$ cat config.mk
export PLATFORM = sky130hd
export DESIGN_NAME = frt_timer_top
export DESIGN_NICKNAME = d
export VERILOG_FILES = /design/src/hw/frt_pkg.sv /design/src/hw/frt_capture_chan.sv /design/src/hw/frt_timer_top.sv
export SDC_FILE = /design/constraint.sdc
export NUM_CORES = 1
export LEC_CHECK = 0
export BUFFER_PORTS_ARGS = -buffer_cell sky130_fd_sc_hd__buf_2
export CAP_MARGIN = 5
export CORE_AREA = 2 2 110 112
export DETAILED_ROUTE_END_ITERATION = 7
export DIE_AREA = 0 0 112 114
export PLACE_DENSITY = 0.81
export SKIP_LAST_GASP = 1
export SYNTH_ARGS = -nofsm -noshare
export SYNTH_HDL_FRONTEND = slang
export SYNTH_SLANG_ARGS = --single-unit
export TNS_END_PERCENT = 1
$ cat constraint.sdc
create_clock -name core_clk -period 5.5 [get_ports core_clk]
set_input_delay 0.275 -clock core_clk [delete_from_list [all_inputs] [get_ports core_clk]]
set_output_delay 0.275 -clock core_clk [all_outputs]
set_load 0.05 [all_outputs]
$ cat src/hw/frt_pkg.sv
// Constants shared by the free-running timer, capture channels and interval timers.
package frt_pkg;
  // Core clock and time base.
  localparam int CLK_PERIOD_NS = 5;
  localparam int STEP_NS = 250;
  localparam int STEP_CYCLES = (STEP_NS + CLK_PERIOD_NS - 1) / CLK_PERIOD_NS;
  localparam int US_NS = 1000;
  localparam int US_CYCLES = (US_NS + CLK_PERIOD_NS - 1) / CLK_PERIOD_NS;
  // Free-running counter, tick and wrap periods.
  localparam int COUNT_W = 16;
  localparam int TICK_US = 1024;
  localparam int TICK_STEPS = TICK_US * 1000 / STEP_NS;
  localparam int TICK_BITS = $clog2(TICK_STEPS);
  localparam int WRAP_NS = 16384000;
  localparam int WRAP_STEPS = WRAP_NS / STEP_NS;
  // Capture slice, interval timer and wakeup timer.
  localparam int CAP_W = 8;
  localparam int SLICE_STEP = 4;
  localparam int PIT_W = 12;
  localparam int WAKE_BASE_US = 1024;
  localparam int WAKE_W = 24;
  // Interrupt mask bit positions.
  localparam int IRQ_TICK = 0;
  localparam int IRQ_WRAP = 1;
  localparam int IRQ_CAPA = 2;
  localparam int IRQ_CAPB = 3;
  localparam int IRQ_PIT = 4;
  localparam int IRQ_WAKE = 5;
  localparam int IRQ_N = 6;
  // Reset values.
  localparam logic [COUNT_W-1:0] COUNT_RST = 16'h0000;
  localparam logic [CAP_W-1:0] CAP_RST = 8'h00;
endpackage

$ cat src/hw/frt_capture_chan.sv
// One capture channel: edge detector with separate rising and falling registers.
`timescale 1ns/10ps
`default_nettype none
module frt_capture_chan
  import frt_pkg::*;
#(
  parameter int W = CAP_W
)
(
  // Clock and reset.
  input wire logic core_clk,
  input wire logic reset_n,
  // Pin and selection.
  input wire logic pin,
  input wire logic rise_en,
  input wire logic fall_en,
  input wire logic [W-1:0] load_data,
  // Captured values and load pulse.
  output logic [W-1:0] rise_q,
  output logic [W-1:0] fall_q,
  output logic loaded
);
  logic pin_prev_r;
  logic [W-1:0] rise_r, rise_nxt, fall_r, fall_nxt;
  logic loaded_r, loaded_nxt;
  logic rise_evt, fall_evt;

  ////////////////////////////////////////////////////////////////////////////
  // Edges are judged against the previous sample; the pin is already synchronous.
  assign rise_evt = rise_en & pin & ~pin_prev_r;
  assign fall_evt = fall_en & ~pin & pin_prev_r;

  // Each edge kind owns its register, so a fall never overwrites a rise time.
  always_comb
  begin
    rise_nxt = rise_evt ? load_data : rise_r;
    fall_nxt = fall_evt ? load_data : fall_r;
    loaded_nxt = rise_evt | fall_evt;
  end

  // Registered state.
  always_ff @(posedge core_clk or negedge reset_n)
  begin
    if (!reset_n)
    begin
      pin_prev_r <= 1'b0;
      rise_r <= CAP_RST;
      fall_r <= CAP_RST;
      loaded_r <= 1'b0;
    end
    else
    begin
      pin_prev_r <= pin;
      rise_r <= rise_nxt;
      fall_r <= fall_nxt;
      loaded_r <= loaded_nxt;
    end
  end

  assign rise_q = rise_r;
  assign fall_q = fall_r;
  assign loaded = loaded_r;

  ////////////////////////////////////////////////////////////////////////////
  // Checks.
  chk_rise_load: assert property (@(posedge core_clk) disable iff (!reset_n)
    rise_evt |=> rise_q == $past(load_data) && loaded)
    else $error("rising edge did not load the slice");
  chk_fall_keeps: assert property (@(posedge core_clk) disable iff (!reset_n)
    fall_evt |=> rise_q == $past(rise_q) && fall_q == $past(load_data))
    else $error("falling edge disturbed the rising register");
  chk_load_cause: assert property (@(posedge core_clk) disable iff (!reset_n)
    loaded |-> $past(rise_evt) || $past(fall_evt))
    else $error("load pulse without a selected edge");
endmodule
`default_nettype wire

$ cat src/hw/frt_timer_top.sv
// Free-running counter with tick, wrap, two capture channels, interval and wakeup timers.
`timescale 1ns/10ps
`default_nettype none
// Behaviour
// Readable 16-bit free-running counter.
// Tick request every 1024 microseconds.
// Wrap request on counter overflow, 16.384 ms.
// Selected edge copies chosen counter byte.
// Separate rising and falling capture registers.
// Two 8-bit channels gang into 16 bits.
// Capture request on each capture load.
// 12-bit interval timer raises request.
// Wakeup timer requests periodically, even suspended.
// Every request individually maskable.
// Counter advances on fixed system-clock-derived steps.
module frt_timer_top
  import frt_pkg::*;
#(
  parameter int PIT_WIDTH = PIT_W,
  parameter int WAKE_WIDTH = WAKE_W,
  // Core cycles per counter step; at most 64 since the 8-bit wakeup prescaler counts four steps per microsecond.
  parameter int STEP_LEN = STEP_CYCLES
)
(
  // Clock and reset.
  input wire logic core_clk,
  input wire logic reset_n,
  // Capture pins.
  input wire logic capture_pin_a,
  input wire logic capture_pin_b,
  // Capture control.
  input wire logic cap_rise_en,
  input wire logic cap_fall_en,
  input wire logic [1:0] cap_slice_sel,
  input wire logic cap_gang,
  // Interval and wakeup control.
  input wire logic pit_en,
  input wire logic [PIT_WIDTH-1:0] pit_period,
  input wire logic wake_en,
  input wire logic [1:0] wake_sel,
  input wire logic suspend,
  // Interrupt mask, one bit per source, high passes.
  input wire logic [IRQ_N-1:0] irq_mask,
  // Counter and captures.
  output logic [COUNT_W-1:0] free_count,
  output logic [CAP_W-1:0] cap_a_rise,
  output logic [CAP_W-1:0] cap_a_fall,
  output logic [CAP_W-1:0] cap_b_rise,
  output logic [CAP_W-1:0] cap_b_fall,
  // Interrupt request pulses.
  output logic tick_irq,
  output logic wrap_irq,
  output logic cap_a_irq,
  output logic cap_b_irq,
  output logic pit_irq,
  output logic wake_irq
);
  localparam logic [7:0] STEP_LAST = 8'(STEP_LEN - 1);
  localparam logic [7:0] US_LAST = 8'(STEP_LEN * (US_NS / STEP_NS) - 1);
  localparam logic [TICK_BITS-1:0] TICK_ZERO = '0;

  logic [7:0] pre_r, pre_nxt;
  logic step;
  logic [1:0] qus_r, qus_nxt;
  logic us_step;
  logic [COUNT_W-1:0] count_r, count_nxt;
  logic tick_evt, wrap_evt;
  logic [PIT_WIDTH-1:0] pit_r, pit_nxt;
  logic pit_evt;
  logic [7:0] wpre_r, wpre_nxt;
  logic [WAKE_WIDTH-1:0] wake_r, wake_nxt;
  logic [WAKE_WIDTH-1:0] wake_last;
  logic wake_evt;
  logic [CAP_W-1:0] slice, data_a, data_b;
  logic pin_b_sel;
  logic load_a, load_b;
  logic [IRQ_N-1:0] irq_r, irq_nxt;

  ////////////////////////////////////////////////////////////////////////////
  // Step prescaler. The counter steps every 250 ns so that 4096 steps give the
  // 1024 us tick and a full 16-bit wrap lands on 16.384 ms.
  always_comb
  begin
    step = (pre_r == STEP_LAST);
    pre_nxt = step ? 8'h00 : pre_r + 8'h01;
    us_step = step && (qus_r == 2'h3);
    qus_nxt = step ? qus_r + 2'h1 : qus_r;
  end

  // Free-running counter. Suspend freezes it; firmware reads it at any time.
  always_comb
  begin
    count_nxt = count_r;
    if (step && !suspend)
    begin
      count_nxt = count_r + 16'h0001;
    end
    tick_evt = step && !suspend && (count_nxt[TICK_BITS-1:0] == TICK_ZERO);
    wrap_evt = step && !suspend && (count_r == 16'hFFFF);
  end

  // Interval timer: counts microseconds down and reloads, period is setting plus one.
  always_comb
  begin
    pit_nxt = pit_r;
    pit_evt = 1'b0;
    if (!pit_en)
    begin
      pit_nxt = pit_period;
    end
    else if (us_step && !suspend)
    begin
      if (pit_r == '0)
      begin
        pit_evt = 1'b1;
        pit_nxt = pit_period;
      end
      else
      begin
        pit_nxt = pit_r - 1'b1;
      end
    end
  end

  // Wakeup timer keeps its own microsecond prescaler so it still runs while suspended.
  always_comb
  begin
    wake_last = WAKE_WIDTH'(WAKE_BASE_US << wake_sel) - 1'b1;
    wpre_nxt = (wpre_r == US_LAST) ? 8'h00 : wpre_r + 8'h01;
    wake_nxt = wake_r;
    wake_evt = 1'b0;
    if (!wake_en)
    begin
      wake_nxt = '0;
    end
    else if (wpre_r == US_LAST)
    begin
      wake_evt = (wake_r >= wake_last);
      wake_nxt = wake_evt ? '0 : wake_r + 1'b1;
    end
  end

  // Time base registers.
  always_ff @(posedge core_clk or negedge reset_n)
  begin
    if (!reset_n)
    begin
      pre_r <= 8'h00;
      qus_r <= 2'h0;
      count_r <= COUNT_RST;
      pit_r <= '0;
      wpre_r <= 8'h00;
      wake_r <= '0;
    end
    else
    begin
      pre_r <= pre_nxt;
      qus_r <= qus_nxt;
      count_r <= count_nxt;
      pit_r <= pit_nxt;
      wpre_r <= wpre_nxt;
      wake_r <= wake_nxt;
    end
  end

  ////////////////////////////////////////////////////////////////////////////
  // Slice select: byte window at 4-bit steps, codes 2 and 3 both take the top byte.
  // Ganged mode routes pin A to both channels, low byte to A and high byte to B.
  always_comb
  begin
    case (cap_slice_sel)
      2'h0: slice = count_r[7:0];
      2'h1: slice = count_r[11:4];
      default: slice = count_r[15:8];
    endcase
    data_a = cap_gang ? count_r[7:0] : slice;
    data_b = cap_gang ? count_r[15:8] : slice;
    pin_b_sel = cap_gang ? capture_pin_a : capture_pin_b;
  end

  frt_capture_chan #(.W(CAP_W)) u_chan_a (
    .core_clk(core_clk),
    .reset_n(reset_n),
    .pin(capture_pin_a),
    .rise_en(cap_rise_en),
    .fall_en(cap_fall_en),
    .load_data(data_a),
    .rise_q(cap_a_rise),
    .fall_q(cap_a_fall),
    .loaded(load_a)
  );

  frt_capture_chan #(.W(CAP_W)) u_chan_b (
    .core_clk(core_clk),
    .reset_n(reset_n),
    .pin(pin_b_sel),
    .rise_en(cap_rise_en),
    .fall_en(cap_fall_en),
    .load_data(data_b),
    .rise_q(cap_b_rise),
    .fall_q(cap_b_fall),
    .loaded(load_b)
  );

  ////////////////////////////////////////////////////////////////////////////
  // Request pulses, each gated by its own mask bit. Capture requests follow the
  // register load by one cycle so the value is already readable when they fire.
  always_comb
  begin
    irq_nxt[IRQ_TICK] = tick_evt & irq_mask[IRQ_TICK];
    irq_nxt[IRQ_WRAP] = wrap_evt & irq_mask[IRQ_WRAP];
    irq_nxt[IRQ_CAPA] = load_a & irq_mask[IRQ_CAPA];
    irq_nxt[IRQ_CAPB] = load_b & irq_mask[IRQ_CAPB];
    irq_nxt[IRQ_PIT] = pit_evt & irq_mask[IRQ_PIT];
    irq_nxt[IRQ_WAKE] = wake_evt & irq_mask[IRQ_WAKE];
  end

  // Request registers.
  always_ff @(posedge core_clk or negedge reset_n)
  begin
    if (!reset_n)
    begin
      irq_r <= '0;
    end
    else
    begin
      irq_r <= irq_nxt;
    end
  end

  assign free_count = count_r;
  assign tick_irq = irq_r[IRQ_TICK];
  assign wrap_irq = irq_r[IRQ_WRAP];
  assign cap_a_irq = irq_r[IRQ_CAPA];
  assign cap_b_irq = irq_r[IRQ_CAPB];
  assign pit_irq = irq_r[IRQ_PIT];
  assign wake_irq = irq_r[IRQ_WAKE];

  ////////////////////////////////////////////////////////////////////////////
  // Checks.
  chk_count_step: assert property (@(posedge core_clk) disable iff (!reset_n)
    step && !suspend |=> free_count == $past(free_count) + 16'h0001)
    else $error("counter did not advance on a step");
  chk_step_spacing: assert property (@(posedge core_clk) disable iff (!reset_n)
    step && STEP_LEN == STEP_CYCLES |=> !step [*8] ##42 step)
    else $error("step spacing is not 50 cycles");
  chk_step_period: assert property (@(posedge core_clk) disable iff (!reset_n)
    step |-> ##STEP_LEN step)
    else $error("next step is not one step length later");
  chk_tick_cause: assert property (@(posedge core_clk) disable iff (!reset_n)
    tick_irq |-> free_count[11:0] == 12'h000 && $past(irq_mask[IRQ_TICK]))
    else $error("tick request off the 4096-step boundary");
  chk_wrap_cause: assert property (@(posedge core_clk) disable iff (!reset_n)
    wrap_irq |-> free_count == 16'h0000 && tick_irq == $past(irq_mask[IRQ_TICK]))
    else $error("wrap request without overflow");
  chk_gang_high: assert property (@(posedge core_clk) disable iff (!reset_n)
    cap_gang && cap_rise_en && $rose(capture_pin_a) |=> cap_b_rise == $past(free_count[15:8])
      && cap_a_rise == $past(free_count[7:0]))
    else $error("ganged capture split wrong");
  chk_cap_irq: assert property (@(posedge core_clk) disable iff (!reset_n)
    load_a && irq_mask[IRQ_CAPA] |=> cap_a_irq)
    else $error("capture load raised no request");
  chk_pit_reload: assert property (@(posedge core_clk) disable iff (!reset_n)
    pit_irq |-> pit_r == $past(pit_period) && $past(pit_en))
    else $error("interval request without reload");
  chk_wake_susp: assert property (@(posedge core_clk) disable iff (!reset_n)
    wake_irq |-> $past(wake_en) && $past(wpre_r) == US_LAST)
    else $error("wakeup request out of step");
  chk_mask_gate: assert property (@(posedge core_clk) disable iff (!reset_n)
    (pit_irq |-> $past(irq_mask[IRQ_PIT])) and (cap_b_irq |-> $past(irq_mask[IRQ_CAPB])))
    else $error("masked request reached the output");
  cov_tick: cover property (@(posedge core_clk) disable iff (!reset_n) tick_irq);
  cov_wrap: cover property (@(posedge core_clk) disable iff (!reset_n) wrap_irq);
  cov_gang: cover property (@(posedge core_clk) disable iff (!reset_n) cap_gang && cap_b_irq);
  cov_wake_susp: cover property (@(posedge core_clk) disable iff (!reset_n) suspend && wake_irq);
endmodule
`default_nettype wire

* Yosys cells after proc, flatten, opt, wreduce, memory -nomap -nowiden
Index checks and enable logic that the tools add are counted.
Operators by class: shift operators 1, multiplexer cells 18, add/sub/neg operators 7, reduce and logical (&&, ||, !) cells 9, bitwise logic cells 20, order comparisons 1, eq/ne operators 7
Operator list (number):
- $mux W24 | 3
- $mux W12 | 4
- $mux W8 | 4
- $add A24 B1 Y24 const B | 1
- $ge A24 B24 Y1 | 1
- $logic_not A12 Y1 | 2
- $shl A11 B2 Y24 const A | 1
- $sub A24 B1 Y24 const B | 1
- $add A16 B1 Y16 const B | 1
- $add A8 B1 Y8 const B | 2
- $eq A16 B16 Y1 const B | 1
- $pmux W8 S2 | 1
- $and A1 B1 Y1 | 14
- $sub A12 B1 Y12 const B | 1
- $eq A8 B6 Y1 const B | 1
- $eq A8 B8 Y1 const B | 1
- $mux W1 | 6
- $logic_and A1 B1 Y1 | 5
- $ne A2 B1 Y1 const B | 2
- $not A1 Y1 | 4
- $add A2 B1 Y2 const B | 1
- $eq A2 B1 Y1 const B | 1
- $eq A2 B2 Y1 const B | 1
- $logic_not A2 Y1 | 1
- other kinds (2) | 3
Word-level totals: input port bits 32, word-level logic and storage cells 79, flip-flop bits (word level) 112

* Logic depth before layout (Yosys ltp)
depth in word-level cells 6, gate-level depth with buffers 8

* Cells and area by module
Synthesis repeated with hierarchy kept, for this count alone.
Second synthesis, totals: cells, all modules 530, area total of the unflattened synthesis 5705.5 um2
By module, submodules not included:
- frt_timer_top | area an instance 4356.7 um2, cells an instance 456, sequential area each 1901.8 um2, instances 1
- frt_capture_chan | area an instance 674.4 um2, cells an instance 37, sequential area each 450.4 um2, instances 2

* Worst setup path after synthesis
OpenSTA, ideal clock, no wires.
path kind register to register, start reg count_r[6] (netlist: free_count[6]), end reg count_r[14] (netlist: free_count[14]), arrival 2.012 ns, setup time 0.143 ns, cell stages (with the launch flop) 7, slack 3.345 ns, data required time 5.357 ns, cells stage by stage dfrtp_1 clkbuf_1 nand4_1 nor3_1 and3_1 nand4_1 xnor2_1
On the way: cells in the longest elaborated chain, start to end 1
RTL lines:
- start: declaration | RTL line frt_timer_top.sv:66 | logic [COUNT_W-1:0] count_r, count_nxt;
- start signal: assignment | RTL line frt_timer_top.sv:159 | count_r <= count_nxt;
- $add A16 B1 Y16 | RTL line frt_timer_top.sv:96 | count_nxt = count_r + 16'h0001;
No other way between the ends. A chain may end at the register's enable or synchronous reset.

* Final worst setup path
start reg wpre_r[0], end reg wake_r[7]
On the way: cells in the longest elaborated chain, start to end 2
RTL lines:
- start: declaration | RTL line frt_timer_top.sv:70 | logic [7:0] wpre_r, wpre_nxt;
- start signal: assignment | RTL line frt_timer_top.sv:161 | wpre_r <= wpre_nxt;
- $eq A8 B8 Y1 | RTL line frt_timer_top.sv:136 | else if (wpre_r == US_LAST)
- $ne A2 B1 Y1 (no source line)
- end signal: assignment | RTL line frt_timer_top.sv:162 | wake_r <= wake_nxt;
- end: declaration | RTL line frt_timer_top.sv:71 | logic [WAKE_WIDTH-1:0] wake_r, wake_nxt;
No other way between the ends.

==> impl_metrics.csv <==
group,metric,value,unit
sta,setup_violations,0,
setup_path,cp_slowest_stage_delay,0.86,ns
cts,cts_root_buffer,"clkbuf_16",
placement,globalplace.congestion,0.879,
routing,drt_first_pass_iters,5,
logic_synthesis,synth-async-reset-ratio,1.00,
logic_synthesis,netlist.area_leader.share,0.502,
logic_synthesis,synth_area,5580,sq um
routing,routed-via-count,4365,
logic_synthesis,yosys_warnings,0,
grt,overflow,0,
die,fp.dieW,112,um
hold_path,worstHoldPathCells,1,
setup_path,cp.arrival,2.70,ns
cts,cts_tree,"built",
logic_synthesis,ys_seq_area_frac,0.502,
cts,clk_latency,0.35,ns
routing,wire_per_inst,16.8,um
logic_synthesis,synth_compound_area_frac,0.0914,
setup_path,criticalPathCategory,"reg2reg",
sta,fin_crit_sh,0.457,
pwr,seq_power_share,0.505,
setup_path,crit_cells,5,
logic_synthesis,synth_area_leader_cell,"dfrtp_1",
grt,antenna_found_initial,0,
setup_path,crit_buf_inv,0,
sta,tightestPinTransition,1.04,ns
logic_synthesis,synthDistinctLibCells,54,
die,fp-row-count,40,
grt,grt_pass1_vias,4228,
die,start_util,0.477,
routing,via_per_inst,5.71,
layout,final_cell_mix,"dfrtp_1, buf_2, nand2_1",
layout,antennaDiodeCount,0,
sta,fin_tns_setup,0,ns
routing,drt_iter0_drc,334,
setup_path,slowest_stage,"o21ai_1",
placement,dp_hpwl,9.23,mm
sta,clock.fmax,0.398,GHz
logic_synthesis,synth_nets,587,
status,run_status,"completed",
logic_synthesis,avgSynthCellArea,10.3,sq um
setup_path,crit_chain,"ha_1, nand4b_1, or4_1, o21ai_1, nor2_1",
placement,dp_cells,748,
setup_path,cp_max_fo,15,
cts,cts-buffers-inserted,9,
sta,final-max-slew-violation-count,0,
cts,postCtsSetupBuffers,0,
die,coreArea,11700,sq um
run,cap_violations,0,
setup_path,cpLargestDelayFamily,"simple AND/OR/NAND/NOR gates",
routing,wl,12.9,mm
layout,final_common_cell,"dfrtp_1",
logic_synthesis,synthMuxAreaShare,0.0827,
pwr,pwr-share-comb,0.073,
grt,track_usage,0.207,
cts,cts_max_level,3,
logic_synthesis,synthFlopType,"dfrtp_1",
cts,cts_buffer_depth,2,
die,pin_count,86,
logic_synthesis,synth_top_family_by_area,"simple AND/OR/NAND/NOR gates",
hold_path,holdCritPathClass,"in2reg",
layout,nets,657,
die,die_area,12800,sq um
pwr,clkPwrFrac,0.422,
layout,final_cells,765,
die,fp.dieH,114,um
cts,path_clk_slew,0.07,ns
sta,hold_violations,0,
placement,port_buffers,85,
logic_synthesis,synthSimpleGateAreaFrac,0.200,
pwr,p_switching,0.000413,W
cts,clock-sinks,112,
setup_path,worstPathRequired,5.69,ns
grt,grt_max_degree,61,
setup_path,start_kind,"register",
setup_path,r2r_cells,5,
sta,holdWs,0.0781,ns
logic_synthesis,postSynthCellCount,543,
pwr,p_leak,3.05,nW
pwr,powerDensity,265,nW/um^2
layout,fillers,1043,
logic_synthesis,synth_fa_ha_area_frac,0.0269,
routing,drc_errors,0,
sta,layout_min_cycle_time,2.51,ns
routing,antenna_left,0,
layout,area_growth,15.2,%
pwr,internal-power,0.00129,W
logic_synthesis,synth-xor-area-share,0.0675,
layout,drive_above_1_share,0.238,
sta,max_slew_margin,0.300,
pwr,switching_share,0.243,
sta,finClkSkew,0.00534,ns
layout,fin_util,0.549,
pwr,ir_drop,155,uV
logic_synthesis,synth_edf_count,0,
logic_synthesis,ys_ff_latch,112,
sta,rsz0062_at_grt,"false",
logic_synthesis,synth_area_leaders,"dfrtp_1, mux2_2, xnor2_1, nand2_1, o21ai_0",
grt,grt_pass1_wl,21.1,mm
setup_path,critPathCaptureType,"register",
[power by group through the flow]
stage	Sequential [W]	Combinational, W	Clock, W
2_1_floorplan	0.000882	0.0000670	0
3_3_place_gp	0.000874	0.000120	0
3_5_place_dp	0.000875	0.000126	0
4_1_cts	0.000859	0.000127	0.000731
5_1_grt	0.000862	0.000140	0.000765
6_report	0.000860	0.000125	0.000718
[routing by layer]
layer / routed length, um / part of all wire / track usage
met5: 0 / 0 / 0
met1: 5390 / 0.42 / 0.262
met3: 967 / 0.075 / 0.0648
met2: 6380 / 0.50 / 0.347
met4: 132 / 0.010 / 0.0545
[synthesized netlist by cell type, types with 2 or more instances]
cell / n
and3_1: 5
nor3b_1: 3
nand2b_1: 3
buf_1: 2
nand3b_1: 4
clkbuf_1: 24
nand4bb_1: 2
nand4b_1: 3
a31o_2: 2
and2_1: 10
nand3_1: 25
xnor2_1: 29
nor2_1: 39
o2bb2ai_1: 2
inv_1: 14
nand2_1: 53
nor4_1: 13
ha_1: 12
nor4b_2: 3
or3_1: 4
mux2_2: 33
a32oi_1: 3
nand4_1: 15
xor2_1: 14
a21oi_1: 15
o21ai_0: 32
mux2i_1: 9
buf_2: 2
or2_2: 2
or4_1: 2
a22o_1: 3
a22oi_1: 9
a31oi_1: 5
dfrtp_1: 112
nor3_1: 16
[cell type report]
type / count / area, sq um / share of cell area
flip-flops and latches: 112 / 2800 / 0.436
multi-input cells: 389 / 2620 / 0.407
repair buffers: 87 / 445 / 0.0692
clock buffers: 9 / 225 / 0.0350
well taps: 147 / 184 / 0.0286
clock inverters: 7 / 103 / 0.0160
inverters: 14 / 52.6 / 0.00817
[state kept, by name, indices dropped and copies added, names as in the netlist]
name and cells:
free_count 16, pre_r 8, u_chan_a.fall_q 8, u_chan_a.pin_prev_r 1, u_chan_b.pin_prev_r 1, u_chan_b.loaded 1
u_chan_a.loaded 1, u_chan_a.rise_q 8, qus_r 2, wake_r 24, u_chan_b.fall_q 8, irq_r 6
u_chan_b.rise_q 8, wpre_r 8, pit_r 12
[worst reg2reg max path: cells and delay by family, from the launching register on]
family / cells / cell delay (ns)
simple gates: 3 / 0.88
compound gates: 1 / 0.86
flops: 1 / 0.37
fa+ha+maj: 1 / 0.24
[timing repair]
action,in CTS,in global routing
hold buffers,1,0
endpoints found under the setup margin,0,0
endpoints found under the hold margin,52,0
resized for setup,0,0
[per-stage QoR]
| stage | setup slack (ns) | cell area [sq um] | total power, W |
|---|---|---|---|
| after CTS | 3.03 | 6430 | 0.00172 |
| after floorplan | 3.35 | 5580 | 0.000949 |
| after global placement | 3.20 | 6090 | 0.000994 |
| final | 2.99 | 6430 | 0.00170 |
| after global routing | 2.83 | 6430 | 0.00177 |
| after detailed placement | 3.03 | 6090 | 0.00100 |
[cells by family (layout without fill, tap and decap cells)]
group                    after synthesis  count (layout)
AND/OR/NAND/NOR                      209             209
flip-flops                           112             112
AO/OA/AOI/OAI                         82              82
XOR/XNOR                              43              43
multiplexers                          42              42
buffers and inverters                 42             117
adder cells (fa/ha/maj)               12              12
other                                  1               1
[worst paths after layout]
check | start | to | slack (ns)
setup / recovery | wpre_r[0] | wake_r[7] | 2.99
hold / removal | capture_pin_a | u_chan_a.pin_prev_r | 0.08
setup reg to reg | wpre_r[0] | wake_r[7] | 2.99
hold reg to reg | u_chan_a.loaded | irq_r[2] | 0.46
max in group asynchronous | reset_n | u_chan_b.fall_q[0] | 3.78
min in group asynchronous | reset_n | irq_r[2] | 0.49
(Power assumes the default switching activity.)
